<file path="config.mk">
export PLATFORM = sky130hd
export DESIGN_NAME = pcled_ctrl
export DESIGN_NICKNAME = d
export VERILOG_FILES = /design/src/pcled_pkg.sv /design/src/pcled_ctrl.sv
export VERILOG_INCLUDE_DIRS = /design/src /design/src/src
export SDC_FILE = /design/constraint.sdc
export NUM_CORES = 1
export LEC_CHECK = 0
export BUFFER_PORTS_ARGS = -buffer_cell sky130_fd_sc_hd__buf_4
export CAP_MARGIN = 10
export CORE_MARGIN = 1
export CORE_UTILIZATION = 55
export DETAILED_ROUTE_END_ITERATION = 8
export PLACE_DENSITY_LB_ADDON = 0.2
export RECOVER_POWER = 100
export SLEW_MARGIN = 25
export SYNTH_ARGS = -nofsm -noshare
export SYNTH_HDL_FRONTEND = slang
export SYNTH_SLANG_ARGS = --single-unit
</file>
<file path="constraint.sdc">
create_clock -name sys_clk -period 3.9 [get_ports sys_clk]
set_clock_uncertainty 0.1 [all_clocks]
set_input_delay 0.78 -clock sys_clk [delete_from_list [all_inputs] [get_ports sys_clk]]
set_output_delay 0.78 -clock sys_clk [all_outputs]
set_load 0.01 [all_outputs]
</file>
<file path="src/pcled_consts.svh">
// constants of the pulse-count led current interface
`ifndef PCLED_CONSTS_SVH
`define PCLED_CONSTS_SVH
`define PCLED_CLK_HZ 20000000
`define PCLED_TOFF_US 500
`define PCLED_TOFF_CYC ((`PCLED_TOFF_US * (`PCLED_CLK_HZ / 1000000)))
`define PCLED_SW_HZ 1000000
`define PCLED_SW_HALF_CYC (`PCLED_CLK_HZ / `PCLED_SW_HZ / 2)
`define PCLED_TSS_US 200
`define PCLED_TSS_CYC ((`PCLED_TSS_US * (`PCLED_CLK_HZ / 1000000)))
`define PCLED_STATES 32
`define PCLED_GROUP_LEN 6
`define PCLED_MA_0 5'h00
`define PCLED_MA_1 5'h01
`define PCLED_MA_10 5'h0A
`define PCLED_MA_12 5'h0C
`define PCLED_MA_15 5'h0F
`define PCLED_MA_20 5'h14
`endif

</file>
<file path="src/pcled_pkg.sv">
// types of the pulse-count led current interface
package pcled_pkg;
  typedef struct packed {
    logic [4:0] groupA; // led_group_a_outputs current, mA
    logic [4:0] groupB; // led_group_b_outputs current, mA
  } pcled_level_t;
  typedef enum logic [1:0] {
    PCLED_OFF = 2'b00,
    PCLED_SOFT = 2'b01,
    PCLED_ON = 2'b10
  } pcled_state_t;
endpackage

</file>
<file path="src/pcled_ctrl.sv">
// single-pin pulse-count control of a six-output led current driver
`timescale 1ns/1ps
`include "pcled_consts.svh"
// Functional notes
// - each rising pin edge advances a counter decoded into 32 current settings
// - counter is modulo 32; edge after state 32 returns to state 1
// - edges up to 1 MHz are counted; host pulses no faster
// - first edge from disabled enables and sets all currents to zero
// - current holds while pin stays high after last edge
// - pin low continuously 500 us disables; shorter lows do not
// - enabling edge starts charge pump, full capacity after soft-start
// - edges keep counting during soft-start
// - each setting holds until next edge, unless the pin stays low 500 us and disables
// - 1X mode when supply exceeds output need, else 1.5X
// - pump switching clock fixed near 1 MHz
// - group A steps 0,1,10,12,15,20 mA within each six states
// - group B 0,1,10,12,15 mA per six states, 20 mA in 31-32
// - state 31 group A is 0 mA, state 32 is 20 mA
module pcled_ctrl (
  input wire logic sys_clk, // 20 MHz clock
  input wire logic sys_rst, // synchronous reset, active high
  input wire logic enSetPin, // enable/program pin from host
  input wire logic supplyAboveNeed, // comparator: supply exceeds output need
  output pcled_pkg::pcled_level_t ledLevel, // currents of both led groups
  output logic deviceEnabled, // device enabled
  output logic pumpFullCapacity, // soft-start finished
  output logic pumpDoubleMode, // high: 1.5X pump, low: 1X load switch
  output logic pumpClk // pump switching clock
);
  import pcled_pkg::*;

  localparam int TOFF_CYC = `PCLED_TOFF_CYC;
  localparam int TSS_CYC = `PCLED_TSS_CYC;
  localparam int SW_HALF = `PCLED_SW_HALF_CYC;

  function automatic logic [4:0] stepCurrent(input logic [2:0] idx);
    unique case (idx)
      3'h0: stepCurrent = `PCLED_MA_0;
      3'h1: stepCurrent = `PCLED_MA_1;
      3'h2: stepCurrent = `PCLED_MA_10;
      3'h3: stepCurrent = `PCLED_MA_12;
      3'h4: stepCurrent = `PCLED_MA_15;
      default: stepCurrent = `PCLED_MA_20;
    endcase
  endfunction

  // state index 0..31 stands for states 1..32
  function automatic pcled_level_t decodeLevel(input logic [4:0] st);
    pcled_level_t lv;
    lv.groupA = stepCurrent(3'(st % 5'd6));
    lv.groupB = stepCurrent(3'(st / 5'd6));
    if (st == 5'h1E) begin
      lv.groupA = `PCLED_MA_0;
      lv.groupB = `PCLED_MA_20;
    end else if (st == 5'h1F) begin
      lv.groupA = `PCLED_MA_20;
      lv.groupB = `PCLED_MA_20;
    end
    return lv;
  endfunction

  // the disabled phase gates most of the block
  function automatic logic isOff(input pcled_state_t st);
    return st == PCLED_OFF;
  endfunction

  logic pinMeta_reg;
  logic pinSync_reg;
  logic pinDly_reg;
  logic supMeta_reg;
  logic supSync_reg;
  logic rise;
  logic timeout;
  logic softDone;
  pcled_state_t state_reg;
  logic [4:0] count_reg;
  logic [13:0] lowCnt_reg;
  logic [12:0] ssCnt_reg;
  logic [4:0] swCnt_reg;

  // pin is asynchronous to sys_clk; only the second flop is read
  always_ff @(posedge sys_clk) begin
    if (sys_rst) begin
      pinMeta_reg <= 1'b0;
      pinSync_reg <= 1'b0;
    end else begin
      pinMeta_reg <= enSetPin;
      pinSync_reg <= pinMeta_reg;
    end
  end

  // previous pin sample; resets to the idle low so no false edge
  always_ff @(posedge sys_clk) begin
    if (sys_rst) begin
      pinDly_reg <= 1'b0;
    end else begin
      pinDly_reg <= pinSync_reg;
    end
  end

  // comparator output comes from the analog loop, unrelated to sys_clk
  always_ff @(posedge sys_clk) begin
    if (sys_rst) begin
      supMeta_reg <= 1'b0;
      supSync_reg <= 1'b0;
    end else begin
      supMeta_reg <= supplyAboveNeed;
      supSync_reg <= supMeta_reg;
    end
  end

  // 1 MHz pulses give 10 samples per phase, ample margin
  assign rise = pinSync_reg & ~pinDly_reg;
  // needs the pin low, so it never shares a cycle with a rise
  assign timeout = (lowCnt_reg == 14'(TOFF_CYC - 1)) & ~pinSync_reg;
  assign softDone = (ssCnt_reg == 13'(TSS_CYC - 1));

  // low-time counter restarts on any high sample, so short lows never disable
  always_ff @(posedge sys_clk) begin
    if (sys_rst || pinSync_reg || isOff(state_reg)) begin
      lowCnt_reg <= 14'h0000;
    end else if (!timeout) begin
      lowCnt_reg <= lowCnt_reg + 14'h0001;
    end
  end

  // pump phase: off, soft-starting, full capacity
  always_ff @(posedge sys_clk) begin
    if (sys_rst) begin
      state_reg <= PCLED_OFF;
    end else begin
      unique case (state_reg)
        PCLED_OFF: begin
          if (rise) begin
            state_reg <= PCLED_SOFT;
          end
        end
        PCLED_SOFT: begin
          if (timeout) begin
            state_reg <= PCLED_OFF;
          end else if (softDone) begin
            state_reg <= PCLED_ON;
          end
        end
        PCLED_ON: begin
          if (timeout) begin
            state_reg <= PCLED_OFF;
          end
        end
        default: state_reg <= PCLED_OFF;
      endcase
    end
  end

  // position in the table; the enabling edge itself lands on state 1
  always_ff @(posedge sys_clk) begin
    if (sys_rst || isOff(state_reg) || timeout) begin
      count_reg <= 5'h00;
    end else if (rise) begin
      // wraps 31->0 naturally: state 32 back to state 1
      count_reg <= count_reg + 5'h01;
    end
  end

  // soft-start timer, restarted by every enabling edge
  always_ff @(posedge sys_clk) begin
    if (sys_rst || isOff(state_reg)) begin
      ssCnt_reg <= 13'h0000;
    end else if (state_reg == PCLED_SOFT && !softDone) begin
      ssCnt_reg <= ssCnt_reg + 13'h0001;
    end
  end

  // outputs registered; disabled shows zero current
  always_ff @(posedge sys_clk) begin
    if (sys_rst || isOff(state_reg)) begin
      ledLevel <= '0;
    end else begin
      ledLevel <= decodeLevel(count_reg);
    end
  end

  always_ff @(posedge sys_clk) begin
    if (sys_rst || isOff(state_reg)) begin
      deviceEnabled <= 1'b0;
    end else begin
      deviceEnabled <= 1'b1;
    end
  end

  always_ff @(posedge sys_clk) begin
    if (sys_rst) begin
      pumpFullCapacity <= 1'b0;
    end else begin
      pumpFullCapacity <= (state_reg == PCLED_ON);
    end
  end

  // no hysteresis: a comparator that chatters moves the mode with it
  always_ff @(posedge sys_clk) begin
    if (sys_rst || isOff(state_reg)) begin
      pumpDoubleMode <= 1'b0;
    end else begin
      pumpDoubleMode <= ~supSync_reg;
    end
  end

  // free-running fixed-rate pump clock, gated off while disabled
  always_ff @(posedge sys_clk) begin
    if (sys_rst || isOff(state_reg)) begin
      swCnt_reg <= 5'h00;
      pumpClk <= 1'b0;
    end else if (swCnt_reg == 5'(SW_HALF - 1)) begin
      swCnt_reg <= 5'h00;
      pumpClk <= ~pumpClk;
    end else begin
      swCnt_reg <= swCnt_reg + 5'h01;
    end
  end
endmodule

</file>
# --- Word level (Yosys, flattened, before mapping) ---
# Index checks and enable logic that the tools add are counted.
totals:
  reg_bits: 58
  in_bits: 4
classes:
  addsub: 4
  n_div: 2
  eq_ne: 18
  muxes: 10
  n_bitwise: 6
  reduce_logical: 13
ops:
  columns: ["cell", "n"]
  rows:
  - ["$pmux 5 s5", 2]
  - ["$add 14x1->14 const B", 1]
  - ["$eq 14x14->1 const B", 1]
  - ["$add 13x1->13 const B", 1]
  - ["$eq 13x12->1 const B", 1]
  - ["$eq 3x2->1 const B", 4]
  - ["$add 5x1->5 const B", 2]
  - ["$eq 5x5->1 const B", 2]
  - ["$mux 10", 1]
  - ["$mux 2", 4]
  - ["$eq 3x1->1 const B", 2]
  - ["$eq 3x3->1 const B", 2]
  - ["$logic_not 3->1", 2]
  - ["$pmux 2 s3", 1]
  - ["$div 5x3->5 const B", 1]
  - ["$eq 5x4->1 const B", 1]
  - ["$mod 5x3->5 const B", 1]
  - ["$mux 5", 1]
  - ["$logic_or 1x1->1", 4]
  - ["$ne 2x2->1 const B", 2]
  - ["$not 1->1", 4]
  - ["$reduce_or 2->1", 2]
  - ["$ne 3x3->1 const B", 1]
  - ["$reduce_and 3->1", 1]
  - ["other kinds (8)", 9]

# --- Depth between registers and ports, before layout ---
depth:
  ltp_word: 5
  ltp_mapped: 12

# --- Worst setup path after synthesis ---
# No wires, ideal clock.
synth_timing:
  path_type: "reg-to-reg"
  from: "reg count_reg[3]"
  to: "reg ledLevel[3] (netlist bit)"
  setup_ps: 70
  arrival_time_ps: 2649
  t_required_ps: 3730
  path_slack_ps: 1081
  stages_incl_launch_ff: 13
  n_path_buf: 1
  synth_period_minus_slack_ps: 2819
  cell_sequence: "dfxtp_1 > clkbuf_1 > nand2b_1 > ha_1 > or2_2 > o21a_1 > inv_1 > ha_1 > o21bai_1 > a211oi_2 > o2111ai_1 > or3_1 > a21oi_1"
synth_between:
  elab_chain_cells: 3
  word_cells_on_any_way: 10
synth_lines:
  columns: ["item", "line_no", "text"]
  rows:
  - ["start, declared", "pcled_ctrl.sv:76", "logic [4:0] count_reg;"]
  - ["start signal, assigned", "pcled_ctrl.sv:161", "count_reg <= count_reg + 5'h01;"]
  - ["$div 5x3->5", "pcled_ctrl.sv:51", "lv.groupB = stepCurrent(3'(st / 5'd6));"]
  - ["$eq 3x3->1, or another cell as far along", "pcled_ctrl.sv:37", "unique case (idx)"]
  - ["$pmux 5 s5", "pcled_ctrl.sv:37", null]
  - ["end signal, assigned", "pcled_ctrl.sv:179", "ledLevel <= decodeLevel(count_reg);"]
  - ["end, declared", "pcled_ctrl.sv:24", "output pcled_pkg::pcled_level_t ledLevel,"]
# Several ways; a longest one is shown, not always the timed one.
# A chain may end at the register's enable or synchronous reset.

# --- Final worst setup path ---
layout_timing:
  from: "reg count_reg[4]"
  to: "reg ledLevel[3] (netlist bit)"
# Same word-level chain as after synthesis.

==> out/summary.log <==
[detailed_routing] number of vias per cell 5.410
[placement] placed wire-length estimate after detailed placement 3304 um
[run_status] violated checks DRC
[sta] number of setup violations in the final report 0
[critical_path] crit end category register
[global_route] wire length of the first global-routing pass 7990 um
[detailed_routing] count of antenna-violating nets left after detailed routing 0
[die] Horiz. Die Dim 71.37 um
[clock_network] setup bufs post-CTS 0
[yosys] Seq cells post-synth 58
[sta] worst-case headroom to the max-slew limit 23.20%
[yosys] average cell area after synthesis 8.821 sq um
[sta] Worst Tran Pin Value 1.152 ns
[yosys] cell taking the most area after synthesis dfxtp_1
[final_layout] Post-Layout Cell Count 376
[die] Die Outline Area 5093 sq um
[clock_network] clock transition at the register clock pins on the worst setup and hold paths after CTS 0.07 ns
[hold_path] worst min path class reg -> reg
[power] Max rail drop VDD 0.0001953 V
[sta] min cycle time layout 3.337 ns
[yosys] fraction of the yosys area taken by sequential cells 43.88%
[flow_run] max capacitance violation total 0
[yosys] Area contributors post-synth dfxtp_1 44%, nor2_1 6.2%, xnor2_1 5.3%
[clock_network] number of buffers created by CTS 9
[clock_network] post-cts gate resize count 0
[sta] unrepaired setup endpoints after global routing false
[sta] summed negative setup slack over all endpoints 0 ns
[detailed_routing] iteration count of the initial detailed-routing pass 6
[final_layout] layout filler cell count 383
[yosys] post-synthesis instance area 2646 sq um
[sta] number of hold violations in the final report 0
[final_layout] ratio of cells with drive above 1 in the final layout 8.025%
[critical_path] critical path data required time 4.07 ns
[run_status] status complete, but fails checks
[final_layout] post-layout net count 333
[detailed_routing] DR DRC count 2
[global_route] global router's overall resource usage 20.48%
[global_route] antenna violations before repair 0
[die] initial core utilization 59.14%
[clock_network] buffer depth of the longest clock path 2
[yosys] cell count after synthesis 300
[sta] final clock period utilization by the worst path 85.56%
[final_layout] flip-flop count of the largest register after layout 14
[global_route] number of global-route vias before repair 1828
[detailed_routing] number of vias in the routed layout 2034
[detailed_routing] sum of routed wire length over all layers 4720 um
[power] reported leakage power 1.042 nW
[clock_network] Root Buffer Master clkbuf_8
[sta] final worst-path setup slack 0.5631 ns
[final_layout] synth-to-layout area growth 10.92%
[global_route] pin count of the biggest net entering global routing 21
[clock_network] # H-tree levels 3
[clock_network] total number of clock tree sinks 58
[critical_path] highest net fanout along the worst path 12
[yosys] Net Count, Synth 314
[placement] count of port buffers added during placement 17
[die] CORE AREA 4474 sq um
[die] overall die height 71.37 um
[final_layout] leading cell type in the layout, fill and taps excluded dfxtp_1
[final_layout] most used cells in the layout excluding fill and tap cells 58 x dfxtp_1, 44 x nor2_1, 20 x nand2_1
[yosys] Top FF cell, synth dfxtp_1
[yosys] number of enable flip-flop cells after synthesis 0
[clock_network] quantity of hold-fixing buffers added after cts 0
[clock_network] clock latency of the later-clocked register in the worst-skew pair 0.34 ns
[yosys] Yosys warning count 0
[detailed_routing] DRC violation total after the first TritonRoute iteration 193
[critical_path] Startpoint Class register
[final_layout] area taken by multi-input logic gates 1380 sq um
[yosys] top-area cell type share of the netlist area 43.88%
[critical_path] arrival time at the worst endpoint 3.50 ns
[final_layout] area occupied by registers 1161 sq um
[global_route] global-route congestion overflow total 0
[yosys] Cell variety after synth 52
[placement] final estimated routing congestion in global placement 0.8307
[final_layout] Antenna Diode Count 0
[power] power density relative to cell area 392.7 nW/um^2
[die] number of placement rows 24
[yosys] proportion of synthesized flip-flops having asynchronous set or reset 0%
[sta] FMAX 0.2997 GHz
[clock_network] CTS tree built
[critical_path] kind of critical path reg -> reg
[die] I/O Pins 18
[detailed_routing] average detailed-routed wire length per instance 12.55 um
[placement] number of instances in the placed design 360
[sta] pins over their slew limit 0
[placement] Place WS 0.8366 ns
## report_power, final
part,switching [W],internal (W),total [W]
sequential,0.00000249,0.000596,0.000599
clock,0.000240,0.000293,0.000532
combinational,0.0000137,0.00000778,0.0000215
total,0.000256,0.000897,0.00115
## worst paths after layout
check,slack (ns),endpoint,startpoint,cells past startpoint
max,0.56,ledLevel[3]$_SDFF_PP0_,count_reg[4]$_SDFFE_PP0P_,11
min,0.29,pumpDoubleMode$_SDFF_PN0_,supSync_reg$_SDFF_PP0_,1
max reg2reg,0.56,ledLevel[3]$_SDFF_PP0_,count_reg[4]$_SDFFE_PP0P_,11
min reg2reg,0.29,pumpDoubleMode$_SDFF_PN0_,supSync_reg$_SDFF_PP0_,1
## per-stage QoR
stage | hold WS (ns) | util, % | total power, W | cell area (sq um)
3_5_place_dp | 0.2804 | 62.64 | 0.0006349 | 2803
2_1_floorplan | 0.2682 | - | 0.0006278 | 2646
4_1_cts | 0.2919 | 66.97 | 0.001166 | 2997
5_1_grt | 0.3081 | 65.60 | 0.001199 | 2935
3_3_place_gp | 0.2806 | 62.64 | 0.0006346 | 2803
6_report | 0.2894 | 65.60 | 0.001153 | 2935
## cell usage after synthesis (all sizes together), types with 2 or more instances
| cell | count |
|---|---|
| or3 | 9 |
| a211oi | 4 |
| xor2 | 14 |
| nand3 | 17 |
| nor2b | 10 |
| o21ai | 4 |
| a21oi | 8 |
| o21bai | 2 |
| xnor2 | 16 |
| nand3b | 3 |
| ha | 10 |
| buf | 4 |
| nor3 | 10 |
| inv | 14 |
| nor4 | 4 |
| nand4 | 8 |
| nand2b | 3 |
| nand2 | 20 |
| nor2 | 44 |
| or2 | 2 |
| mux2i | 5 |
| dfxtp | 58 |
| clkbuf | 6 |
| and3 | 3 |
## cell type report
| cell class | instances | area share [%] |
|---|---|---|
| inverter | 15 | 1.918 |
| clock inverter | 7 | 2.387 |
| clock buffer | 9 | 4.220 |
| multi-input combinational | 217 | 47.02 |
| timing repair buffer | 18 | 2.685 |
| sequential | 58 | 39.56 |
| tap | 52 | 2.217 |
## worst max-delay path, stage by stage (launching register included)
cell       delay [ns]
dfxtp_1          0.52
nand3b_1         0.17
ha_1             0.29
or2_2            0.15
o21a_1           0.19
inv_1            0.07
ha_1             0.17
o21bai_1         0.14
a211oi_1         0.51
o2111ai_1        0.39
or3_1            0.43
a21oi_1          0.14
## kinds of logic after synthesis
family,synth area share [%]
AOI/OAI and AO/OA,8.417
xor gates and xnor gates,9.929
adders and majority gates,4.728
buffers and inverters,3.782
DFF,43.88
muxes,1.891
and+or+nand+nor,27.38
## per-layer routing
metal	GRT usage [%]	wire, um	up-vias
li1	-	-	1067
met1	25.45	2269	913
met2	32.06	2133	44
met3	5.063	207	10
met4	12.67	109	0
met5	0	0	-
Note: power is estimated with default switching activity, not from simulation.
